## src/core/cat_pkg.sv

```systemverilog
// Shared types and constants for the capture, trigger and exposure sequencer.
package cat_pkg;
  // Clock and time base.
  localparam int CLK_PERIOD_NS = 10;
  localparam int USEC_NS = 1000;
  localparam int CYC_PER_US = USEC_NS / CLK_PERIOD_NS;
  localparam int PRESCALE_W = 7;
  localparam logic [PRESCALE_W-1:0] PRESCALE_LAST = PRESCALE_W'(CYC_PER_US - 1);
  // Exposure limits in microseconds.
  localparam int EXP_W = 21;
  localparam logic [EXP_W-1:0] EXP_MIN_US = 21'h00_000A;
  localparam logic [EXP_W-1:0] EXP_MAX_US = 21'h1E_83BE;
  // Trigger delay, frame period and burst count widths.
  localparam int DELAY_W = 16;
  localparam int PERIOD_W = 20;
  localparam int BURST_W = 8;
  // Trigger selector entries and functions ranked for the polarity default.
  localparam int SEL_ENTRIES = 6;
  localparam int FUNC_MAIN = 4;
  localparam int FUNC_AUX = 4;
  localparam int FN_BEGIN = 0;
  localparam int FN_FINISH = 1;
  localparam int FN_FRAME = 2;
  localparam int FN_RELEASE = 3;
  localparam int LINES = 2;
  // Reset values.
  localparam logic RST_POLARITY = 1'b1;

  typedef enum logic [1:0] {
    SENSE_RISE = 2'h0,
    SENSE_FALL = 2'h1,
    SENSE_HIGH = 2'h2,
    SENSE_LOW = 2'h3
  } cat_sense_t;

  typedef enum logic [1:0] {
    SRC_OFF = 2'h0,
    SRC_LINE0 = 2'h1,
    SRC_LINE1 = 2'h2,
    SRC_HOST = 2'h3
  } cat_src_t;

  typedef enum logic [1:0] {
    INTEG_OFF = 2'h0,
    INTEG_PRESET = 2'h1,
    INTEG_PULSE = 2'h2
  } cat_integ_t;

  typedef enum logic [1:0] {
    INIT_AUTO = 2'h0,
    INIT_RISE = 2'h1,
    INIT_FALL = 2'h2
  } cat_init_t;

  typedef enum logic [2:0] {
    PICK_CAP_WAIT = 3'h0,
    PICK_CAP_ON = 3'h1,
    PICK_CAP_MOVE = 3'h2,
    PICK_FRM_WAIT = 3'h3,
    PICK_FRM_OPEN = 3'h4,
    PICK_FRM_MOVE = 3'h5,
    PICK_EXPOSE = 3'h6,
    PICK_HOLD = 3'h7
  } cat_pick_t;

  typedef enum logic [1:0] {
    CAP_IDLE = 2'b00,
    CAP_WAIT = 2'b01,
    CAP_ON = 2'b11
  } cat_cap_t;

  typedef enum logic [2:0] {
    EX_IDLE = 3'b000,
    EX_DELAY = 3'b001,
    EX_ALIGN = 3'b011,
    EX_EXPOSE = 3'b010
  } cat_exp_t;

  // Per-function trigger setup.
  typedef struct packed {
    logic use_trig;
    cat_src_t src;
    cat_sense_t sense;
  } cat_trig_cfg_t;

  // Status view, one bit per selectable item.
  typedef struct packed {
    logic capture_arm_waiting;
    logic capture_allowed;
    logic capture_moving_data;
    logic frame_arm_waiting;
    logic frame_window_open;
    logic frame_moving_data;
    logic light_integration_on;
    logic stream_hold_waiting;
  } cat_status_t;
endpackage : cat_pkg

```

## src/core/cat_trig_detect.sv

```systemverilog
// Edge or level detection of one trigger function on an already synchronised source.
`timescale 1ns/10ps
module cat_trig_detect
  import cat_pkg::*;
(
  input wire logic i_sys_clk,
  input wire logic i_resetn,
  input wire logic i_level,
  input wire logic i_use_host,
  input wire logic i_host_pulse,
  input wire cat_sense_t i_sense,
  output logic o_fire,
  output logic o_active
);
  typedef struct packed {
    logic prev;
  } cat_det_state_t;

  cat_det_state_t st;
  cat_det_state_t next_st;
  logic lvl_on;

  // Level is active when it matches the chosen high or low sense.
  always_comb begin
    next_st.prev = i_level;
    lvl_on = (i_sense == SENSE_LOW) ? ~i_level : i_level;
    o_active = i_use_host ? i_host_pulse : lvl_on;
    case (i_sense)
      SENSE_RISE: o_fire = i_level & ~st.prev;
      SENSE_FALL: o_fire = ~i_level & st.prev;
      SENSE_HIGH: o_fire = i_level & ~st.prev;
      SENSE_LOW: o_fire = ~i_level & st.prev;
      default: o_fire = 1'b0;
    endcase
    // A host command only counts when the entry points at the host.
    if (i_use_host) begin
      o_fire = i_host_pulse;
    end
  end

  // Previous sample for edge detection.
  always_ff @(posedge i_sys_clk or negedge i_resetn) begin
    if (!i_resetn) begin
      st <= '0;
    end else begin
      st <= next_st;
    end
  end
endmodule // cat_trig_detect

```

## src/core/cat_seq.sv

```systemverilog
// Capture, trigger and exposure sequencer of the camera.
`timescale 1ns/10ps
module cat_seq
  import cat_pkg::*;
(
  input wire logic i_sys_clk,
  input wire logic i_resetn,
  input wire logic [LINES-1:0] i_trig_line,
  input wire logic [SEL_ENTRIES-1:0] i_host_trig,
  input wire cat_trig_cfg_t [FUNC_MAIN-1:0] i_trig_cfg,
  input wire cat_sense_t [FUNC_AUX-1:0] i_aux_sense,
  input wire logic [FUNC_AUX-1:0] i_aux_on_line0,
  input wire cat_init_t i_initial_sense,
  input wire logic i_capture_begin_cmd,
  input wire logic i_capture_finish_cmd,
  input wire logic i_burst_mode,
  input wire logic [BURST_W-1:0] i_burst_frame_total,
  input wire cat_integ_t i_integration_style,
  input wire logic [2:0][EXP_W-1:0] i_integration_length,
  input wire logic [DELAY_W-1:0] i_trigger_delay_us,
  input wire logic [PERIOD_W-1:0] i_frame_period_us,
  input wire logic i_readout_overlap_policy,
  input wire logic i_readout_busy,
  input wire logic i_line_start,
  input wire logic i_stream_done,
  input wire cat_pick_t i_capture_status_pick,
  output cat_status_t o_status,
  output logic o_status_bit,
  output logic o_exposure_end,
  output logic o_stream_start,
  output logic o_input_polarity
);
  typedef struct packed {
    logic [LINES-1:0] sync1;
    logic [LINES-1:0] sync2;
    cat_cap_t cap;
    cat_exp_t ex;
    logic [PRESCALE_W-1:0] pre;
    logic [EXP_W-1:0] us_cnt;
    logic [PERIOD_W-1:0] frm_cnt;
    logic stored;
    logic streaming;
    logic [BURST_W-1:0] sent;
    logic polarity;
    logic init_done;
    logic exp_end;
    logic strm_go;
    cat_status_t status;
  } cat_state_t;

  cat_state_t st;
  cat_state_t next_st;
  logic [FUNC_MAIN-1:0] fire;
  logic [FUNC_MAIN-1:0] active;
  logic [EXP_W-1:0] exp_target;
  logic tick;
  logic frame_req;
  logic trig_mode;
  logic fin_hit;
  logic burst_hit;

  // Longest of the three channel times.
  function automatic logic [EXP_W-1:0] max3(input logic [2:0][EXP_W-1:0] v);
    logic [EXP_W-1:0] m;
    m = (v[0] > v[1]) ? v[0] : v[1];
    return (v[2] > m) ? v[2] : m;
  endfunction

  // Keep the exposure inside the allowed range.
  function automatic logic [EXP_W-1:0] clamp_exp(input logic [EXP_W-1:0] v);
    if (v < EXP_MIN_US) begin
      return EXP_MIN_US;
    end
    return (v > EXP_MAX_US) ? EXP_MAX_US : v;
  endfunction

  // Rise or high sense means a high-active input.
  function automatic logic initial_rise_sense(input cat_sense_t s);
    return (s == SENSE_RISE) || (s == SENSE_HIGH);
  endfunction

  // Sense of the best ranked function that listens to line 0.
  function automatic cat_sense_t top_sense(input cat_trig_cfg_t [FUNC_MAIN-1:0] c,
                                           input cat_sense_t [FUNC_AUX-1:0] a,
                                           input logic [FUNC_AUX-1:0] on);
    cat_sense_t s;
    s = SENSE_RISE;
    for (int k = FUNC_AUX - 1; k >= 0; k--) begin
      if (on[k]) begin
        s = a[k];
      end
    end
    for (int k = FUNC_MAIN - 1; k >= 0; k--) begin
      if (c[k].src == SRC_LINE0) begin
        s = c[k].sense;
      end
    end
    return s;
  endfunction

  // One detector per trigger function, fed from the synchronised lines.
  for (genvar g = 0; g < FUNC_MAIN; g++) begin : g_det
    logic lvl;
    assign lvl = (i_trig_cfg[g].src == SRC_LINE1) ? st.sync2[1] : st.sync2[0];
    cat_trig_detect cat_trig_detect_i (
      .i_sys_clk(i_sys_clk),
      .i_resetn(i_resetn),
      .i_level(lvl & (i_trig_cfg[g].src != SRC_OFF)),
      .i_use_host(i_trig_cfg[g].src == SRC_HOST),
      .i_host_pulse(i_host_trig[g]),
      .i_sense(i_trig_cfg[g].sense),
      .o_fire(fire[g]),
      .o_active(active[g])
    );
  end

  // Operation mode and exposure length decode.
  assign trig_mode = i_trig_cfg[FN_FRAME].use_trig && (i_integration_style != INTEG_OFF);
  assign exp_target = (i_integration_style == INTEG_PRESET) ?
                      clamp_exp(max3(i_integration_length)) :
                      EXP_W'(i_frame_period_us);
  assign tick = (st.pre == PRESCALE_LAST);
  assign fin_hit = i_trig_cfg[FN_FINISH].use_trig ? fire[FN_FINISH]
                                                  : i_capture_finish_cmd;
  assign burst_hit = i_burst_mode && (st.sent == i_burst_frame_total) && !st.streaming;
  // Frame request: triggered or self-timed; overlap off drops readout-time triggers.
  assign frame_req = (st.cap == CAP_ON) && (st.ex == EX_IDLE) &&
                     (trig_mode ? fire[FN_FRAME] :
                      (st.frm_cnt >= i_frame_period_us)) &&
                     (!i_readout_busy || i_readout_overlap_policy);

  // Next-state logic for the whole sequencer.
  always_comb begin
    next_st = st;
    next_st.sync1 = i_trig_line;
    next_st.sync2 = st.sync1;
    next_st.pre = tick ? '0 : st.pre + 1'b1;
    next_st.exp_end = 1'b0;
    next_st.strm_go = 1'b0;
    // Capture allowed control.
    case (st.cap)
      CAP_IDLE: begin
        if (i_capture_begin_cmd) begin
          next_st.sent = '0;
          next_st.cap = i_trig_cfg[FN_BEGIN].use_trig ? CAP_WAIT : CAP_ON;
        end
      end
      CAP_WAIT: begin
        if (i_capture_finish_cmd) begin
          next_st.cap = CAP_IDLE;
        end else if (fire[FN_BEGIN]) begin
          next_st.cap = CAP_ON;
        end
      end
      CAP_ON: begin
        if (fin_hit || burst_hit) begin
          next_st.cap = CAP_IDLE;
        end
      end
      default: next_st.cap = CAP_IDLE;
    endcase
    // Self-timed frame period counter.
    if (st.cap != CAP_ON || frame_req) begin
      next_st.frm_cnt = '0;
    end else if (tick && st.frm_cnt < i_frame_period_us) begin
      next_st.frm_cnt = st.frm_cnt + 1'b1;
    end
    // Exposure sequence.
    case (st.ex)
      EX_IDLE: begin
        if (frame_req) begin
          next_st.us_cnt = '0;
          next_st.pre = '0;
          if (trig_mode && i_trigger_delay_us != '0) begin
            next_st.ex = EX_DELAY;
          end else if (i_readout_busy) begin
            next_st.ex = EX_ALIGN;
          end else begin
            next_st.ex = EX_EXPOSE;
          end
        end
      end
      EX_DELAY: begin
        if (tick) begin
          next_st.us_cnt = st.us_cnt + 1'b1;
        end
        if (tick && st.us_cnt + 1'b1 == EXP_W'(i_trigger_delay_us)) begin
          next_st.us_cnt = '0;
          next_st.ex = i_readout_busy ? EX_ALIGN : EX_EXPOSE;
        end
      end
      EX_ALIGN: begin
        if (i_line_start || !i_readout_busy) begin
          next_st.us_cnt = '0;
          next_st.pre = '0;
          next_st.ex = EX_EXPOSE;
        end
      end
      EX_EXPOSE: begin
        if (tick) begin
          next_st.us_cnt = st.us_cnt + 1'b1;
        end
        if ((i_integration_style == INTEG_PULSE && trig_mode) ? !active[FN_FRAME] :
            (tick && st.us_cnt + 1'b1 >= exp_target)) begin
          next_st.ex = EX_IDLE;
          next_st.exp_end = 1'b1;
          next_st.stored = 1'b1;
        end
      end
      default: next_st.ex = EX_IDLE;
    endcase
    // Stream out of the stored frame.
    if (st.streaming && i_stream_done) begin
      next_st.streaming = 1'b0;
    end else if (!st.streaming && st.stored && st.cap == CAP_ON && !burst_hit &&
                 (!i_trig_cfg[FN_RELEASE].use_trig || fire[FN_RELEASE])) begin
      next_st.streaming = 1'b1;
      next_st.strm_go = 1'b1;
      next_st.sent = st.sent + 1'b1;
      if (!next_st.exp_end) begin
        next_st.stored = 1'b0;
      end
    end
    // Input polarity: fixed or automatic choice at start, then tracks level sensing.
    next_st.init_done = 1'b1;
    if (!st.init_done) begin
      case (i_initial_sense)
        INIT_RISE: next_st.polarity = 1'b1;
        INIT_FALL: next_st.polarity = 1'b0;
        default: next_st.polarity = initial_rise_sense(top_sense(i_trig_cfg, i_aux_sense,
                                                        i_aux_on_line0));
      endcase
    end else if (top_sense(i_trig_cfg, i_aux_sense, i_aux_on_line0) == SENSE_HIGH) begin
      next_st.polarity = 1'b1;
    end else if (top_sense(i_trig_cfg, i_aux_sense, i_aux_on_line0) == SENSE_LOW) begin
      next_st.polarity = 1'b0;
    end
    // Status flags, registered.
    next_st.status.capture_arm_waiting = (next_st.cap == CAP_WAIT);
    next_st.status.capture_allowed = (next_st.cap == CAP_ON);
    next_st.status.capture_moving_data = next_st.streaming;
    next_st.status.frame_arm_waiting = (next_st.cap == CAP_ON) && trig_mode &&
                                       (next_st.ex == EX_IDLE);
    next_st.status.frame_window_open = (next_st.ex != EX_IDLE);
    next_st.status.frame_moving_data = i_readout_busy;
    next_st.status.light_integration_on = (next_st.ex == EX_EXPOSE);
    next_st.status.stream_hold_waiting = next_st.stored && !next_st.streaming;
  end

  // State register.
  always_ff @(posedge i_sys_clk or negedge i_resetn) begin
    if (!i_resetn) begin
      st <= '0;
      st.polarity <= RST_POLARITY;
    end else begin
      st <= next_st;
    end
  end

  // Outputs straight from the state register.
  assign o_status = st.status;
  assign o_status_bit = st.status[3'h7 - i_capture_status_pick];
  assign o_exposure_end = st.exp_end;
  assign o_stream_start = st.strm_go;
  assign o_input_polarity = st.polarity;
endmodule // cat_seq

```

## config.mk

```make
export PLATFORM = sky130hd
export DESIGN_NAME = cat_seq
export DESIGN_NICKNAME = d
export VERILOG_FILES = /design/src/core/cat_pkg.sv /design/src/core/cat_trig_detect.sv /design/src/core/cat_seq.sv
export SDC_FILE = /design/constraint.sdc
export NUM_CORES = 1
export LEC_CHECK = 0
export BUFFER_PORTS_ARGS = -buffer_cell sky130_fd_sc_hd__buf_2
export CORE_MARGIN = 2
export CORE_UTILIZATION = 50
export CTS_CLUSTER_DIAMETER = 60
export DETAILED_ROUTE_END_ITERATION = 8
export PLACE_DENSITY = 0.74
export SETUP_SLACK_MARGIN = 0.1
export SLEW_MARGIN = 0
export SYNTH_ARGS = -nofsm -noshare
export SYNTH_HDL_FRONTEND = slang
export SYNTH_SLANG_ARGS = --single-unit
```

## constraint.sdc

```tcl
create_clock -name i_sys_clk -period 5.2 [get_ports i_sys_clk]
set_clock_uncertainty 0.15 [all_clocks]
set_input_delay 0.26 -clock i_sys_clk [delete_from_list [all_inputs] [get_ports i_sys_clk]]
set_output_delay 0.26 -clock i_sys_clk [all_outputs]
set_load 0.05 [all_outputs]
```

# ---- After elaboration in Yosys (flattened, before gate mapping)
# Index checks and enable logic that the tools add are counted.
dict set report totals {
  regBits 82
  output_inout_bits 12
  word_cells 238
}
dict set report classes {
  add_sub_neg 5
  mux 76
  n_lt_le_gt_ge 8
  eq_ne 46
  reduce_logical 58
  bitwise 20
}
# cell count
set op_table {}
lappend op_table {{21-bit two-way mux} 8}
lappend op_table {{21-bit one-hot mux with 4 select lines} 1}
lappend op_table {{31-bit two-way mux} 2}
lappend op_table {{2-bit equality test (second input constant)} 23}
lappend op_table {{21-bit greater-than comparator} 2}
lappend op_table {{20-bit two-way mux} 2}
lappend op_table {{2-bit two-way mux} 18}
lappend op_table {{1-bit two-way mux} 28}
lappend op_table {{2-bit by 1-bit equality test with 1-bit output (second input constant)} 12}
lappend op_table {{8-bit two-way mux} 3}
lappend op_table {{21-bit by 1-bit adder with 21-bit output (second input constant)} 1}
lappend op_table {{21-bit by 16-bit equality test with 1-bit output} 1}
lappend op_table {{21-bit >= comparator} 1}
lappend op_table {{21-bit greater-than comparator (second input constant)} 1}
lappend op_table {{21-bit by 4-bit < comparator with 1-bit output (second input constant)} 1}
lappend op_table {{20-bit by 1-bit adder with 20-bit output (second input constant)} 1}
lappend op_table {{20-bit >= comparator} 1}
lappend op_table {{20-bit < comparator} 1}
lappend op_table {{1-bit logical AND} 19}
lappend op_table {{2-bit OR reduction} 9}
lappend op_table {{16-bit nonzero test} 1}
lappend op_table {{7-bit one-hot mux with 2 select lines} 1}
lappend op_table {{1-bit bitwise AND} 12}
lappend op_table {{2-bit logical NOT} 6}
lappend op_table {{25 further kinds} 58}

# ---- Logic depth before layout (Yosys ltp)
dict set report depth {
  word_depth 18
  mapped_depth 34
}

# ---- Hierarchy
# Synthesis repeated with hierarchy kept, for this count alone.
dict set report hier_totals {
  hier_cells 952
  area_unflattened_um2 8084.0
}
# mod area_per_inst_um2 seq_area_each_um2 n_inst cells_per_inst
set by_module_without_submodules {}
lappend by_module_without_submodules {cat_seq 7758.7 1953.1 1 916}
lappend by_module_without_submodules {cat_trig_detect 81.3 25.0 4 9}

# ---- Worst setup path before layout
# Ideal clock, no wire load.
dict set report synth_timing {
  path_type {input -> register}
  startpoint {in i_integration_length[37] (netlist name)}
  endpoint {reg st (netlist bit o_status[4])}
  t_arrival_ns 6.252
  slack_ns -1.339
  required_time_ns 4.913
  path_buffers 3
  path_stages 31
  setup_time_ns 0.137
  cell_sequence {inv_1 > ha_1 > a21oi_1 > o21ai_0 > nor4_1 > o221ai_2 > nand2_1 > buf_4 > buf_2 > mux2i_1 > ha_1 > nand4_1 > or2_2 > o211ai_1 > nand2_1 > clkbuf_1 > a22o_1 > a221oi_1 > o21ai_0 > a32o_1 > ha_1 > nand2b_1 > a21o_1 > a21oi_1 > o21ai_0 > o211ai_1 > nand4_1 > nand3_1 > o21a_1 > or2_1 > nor3b_2}
}
# element line_no
set synth_rtl {}
lappend synth_rtl {{start, declared} cat_seq.sv:19} ;# input wire logic [2:0][EXP_W-1:0] i_integration_length,
lappend synth_rtl {{end signal, assigned} cat_seq.sv:256} ;# st <= next_st;
lappend synth_rtl {{end, declared} cat_seq.sv:51} ;# cat_state_t st;

==> metrics.md <==
| Metric | Value |
|---|---|
| Fin crit period | `6530 ps` |
| Syn_nets | `1244` |
| Pwr/cell area | `215 nW/um^2` |
| PortBufs | `172` |
| Failing checks | `setup timing` |
| Post-route cell area | `11700 sq um` |
| Wire per inst | `19.9 um` |
| DRT Pass-1 Iters | `8` |
| Placer congestion estimate | `1.01` |
| Post-route ant nets | `0` |
| I/O pin count | `175` |
| Area growth syn-to-layout | `42.0%` |
| CTS buffer count | `9` |
| Mean Syn Cell Area | `8.30 sq um` |
| Logic gate share of total power | `45.1%` |
| Die Area | `17500 sq um` |
| Final setup vio count | `7` |
| Placed cell areas | `10200 sq um` |
| Antenna Cells | `0` |
| Switching portion of total power | `38.5%` |
| Area share of the largest cell type after synthesis | `24.6%` |
| Post-synthesis sequential area ratio | `24.9%` |
| Worst hold slack | `80.1 ps` |
| CP arrival | `6600 ps` |
| DR vias/cell | `6.21` |
| Distinct cells, synth | `83` |
| Final HPWL DP | `19.9 mm` |
| Die width | `132 um` |
| Final Cycle Share | `126%` |
| CP max FO | `7` |
| Fraction of layout cells with a size suffix above 1 | `37.0%` |
| RSZ-0062 raised after global routing | `yes` |
| First-pass GRT wire length | `42.7 mm` |
| Initial antenna violation count | `1` |
| CTS Sinks | `82` |
| Ranking of synthesized cells by area | `dfrtp_1 25%, ha_1 13%, nand2_1 4.6%` |
| Fin. max-slew vios | `0` |
| Static Leak | `5.68 nW` |
| Via count | `9376` |
| Hold Crit Class | `primary input to register` |
| Delay of the slowest critical-path stage | `430 ps` |
| Clk pin slew, worst setup/hold paths | `70 ps` |
| Non-filler cells, final | `1511` |
| CTS Buffer Depth | `2` |
| CTS Root Cell | `clkbuf_16` |
| Cells after DPL | `1447` |
| Initial Util | `51.5%` |
| Grt ovf | `0` |
| # rows | `46` |
| Synth Instances | `993` |
| Initial drt markers | `949` |
| Final WS setup | `-1330 ps` |
| Cell area after synthesis | `8240 sq um` |
| Worst-Margin Slew | `1110 ps` |
| DR DRC count | `0` |
| Die Y | `132 um` |
| Critical path class | `primary input to register` |
| Part of the power in registers | `29.9%` |
| Final WL | `30.1 mm` |
| Psw | `0.969 mW` |
| Skew-Pair Late Insertion Delay | `350 ps` |
| Post-synth EDFFs | `0` |
| Max-Cap Viols | `0` |
| Ys async rst share | `100%` |
| Fmax achieved | `153 MHz` |
| Core footprint | `16000 sq um` |
| Hold Vio Cnt, Final | `0` |
| Slowest CP cell | `a222oi_1` |
| H-tree depth | `3` |
| All-Layer GR Usage | `30.0%` |
| Layout fillers | `1176` |
| Vias in the first global route | `8648` |
| Area of the multi-input gates | `6640 sq um` |
| Largest net degree at the start of global routing | `83` |
| Final net count | `1541` |
| Worst setup SP type | `primary input` |
| Internal power | `1.55 mW` |
| Worst path required time | `5260 ps` |
| Outcome | `finished with violations` |
| Dpl ws | `-1340 ps` |
| Synth Register Bits | `82` |
| Synth warnings | `0` |
| Clock group share of total power | `24.9%` |
| Kind of end point of the critical path | `register` |
| CTS tree | `built` |
| Max_slew headroom | `26.2%` |
| Seq. cell area | `2050 sq um` |
| Top-count cell post-synth | `nand2_1` |
| Dominant cell type by area after synthesis | `dfrtp_1` |
| Worst VDD drop | `0.000291 V` |
| Most frequent cells after synthesis | `101 x nand2_1, 88 x ha_1, 81 x dfrtp_1` |
| Top FF cell, synth | `dfrtp_1` |
[stage by stage]
step | power (mW) | TNS (ps) | util [%]
4_1_cts | 2.33 | -3920 | 69.0
3_3_place_gp | 1.60 | -7020 | 63.5
6_report | 2.52 | -8690 | 73.1
2_1_floorplan | 1.28 | -2720 | -
3_5_place_dp | 1.62 | -8510 | 63.5
5_1_grt | 2.64 | -10410 | 73.1
[sequential cells by signal (all words and copies together) (netlist names)]
name / cells
st: 65
o_status: 8
g_det.cat_trig_detect_i.st: 4
next_st: 2
o_exposure_end: 1
o_input_polarity: 1
o_stream_start: 1
[area by class of cell]
class | instances | area share [%]
multi-input cells | 808 | 56.8
repair buffers | 323 | 18.6
clock inverters | 7 | 0.599
repair inverters | 1 | 0.0535
clock buffers | 9 | 1.93
well taps | 216 | 2.31
inverters | 65 | 2.24
flip-flops and latches | 82 | 17.6
[per-layer routing]
| metal | GRT usage (%) | routed length (um) | vias to the layer above |
|---|---|---|---|
| li1 | - | - | 4262 |
| met1 | 38.9 | 11500 | 4388 |
| met2 | 50.2 | 14300 | 561 |
| met3 | 6.34 | 2590 | 165 |
| met4 | 8.96 | 1730 | 0 |
| met5 | 0 | 0 | - |
[cells by family (layout without fill, tap and decap cells)]
kind of cell,Yosys count,in the layout,synth area share (%)
mux,34,34,4.63
buf+inv,106,405,5.54
xor+xnor,56,56,7.14
fa+ha+maj,88,88,13.4
simple gates,393,395,25.1
flops,82,82,24.9
other cells,2,2,0.0912
compound gates,232,233,19.2
[path summary, 6_finish.rpt]
path	start	endpoint	slack, ps	depth (start not counted)
worst min register to register	next_st[76]$_DFF_PN0_	st[76]$_DFF_PN0_	200	0
min in group asynchronous	i_resetn	st[18]$_DFF_PN0_	480	2
worst max-delay path	i_integration_length[37]	o_status[4]$_DFF_PN0_	-1330	34
max in group asynchronous	i_resetn	st[76]$_DFF_PN0_	3740	2
worst min-delay path	i_trig_cfg[12]	g_det[2].cat_trig_detect_i.st$_DFF_PN0_	80	3
worst max register to register	st[44]$_DFFE_PN0P_	st[44]$_DFFE_PN0P_	1120	10
[placed cells by master (no fill, tap or decap), types with 8 or more instances in the layout]
master	synthesis	final
buf_2	7	159
buf_4	13	135
nand2_1	101	99
dfrtp_1	81	81
nor2_1	76	73
ha_1	88	60
inv_1	64	51
nand3_1	44	44
a21oi_1	62	43
o21ai_0	54	42
nand4_1	34	34
xor2_1	28	28
ha_4	0	27
a21o_1	26	26
xnor2_1	21	21
and3_1	21	19
a21oi_2	0	18
mux2i_1	28	18
buf_6	0	17
nor4_1	16	15
nand2b_1	16	15
nor3_1	16	14
and4_1	12	11
nor2b_1	12	11
mux2i_4	1	10
inv_2	0	9
a211oi_1	9	9
clkbuf_16	0	9
o21ai_1	4	8
[what timing repair did]
item                                   in CTS  in global routing
endpoints found under the hold margin      48                  0
hold buffers                                6                  0
cloned                                      4                  0
setup endpoints to repair                   7                  7
setup buffers                              18                 20
resized for setup                          65                 78
pin swaps                                  19                 55
[power by group through the flow]
stage          combinational (mW)  sequential (mW)  clock (mW)
6_report                     1.14            0.754       0.628
5_1_grt                      1.21            0.762       0.673
4_1_cts                     0.941            0.752       0.638
3_5_place_dp                0.856            0.763           0
3_3_place_gp                0.836            0.760           0
2_1_floorplan               0.525            0.753           0
[critical path: cells and delay by family]
| kind | cells | cell delay (ps) |
|---|---|---|
| AO/OA/AOI/OAI | 12 | 2270 |
| AND/OR/NAND/NOR | 12 | 2060 |
| buffers and inverters | 6 | 900 |
| multiplexers | 1 | 310 |
| adder cells (fa/ha/maj) | 3 | 770 |
(Power assumes the default switching activity.)
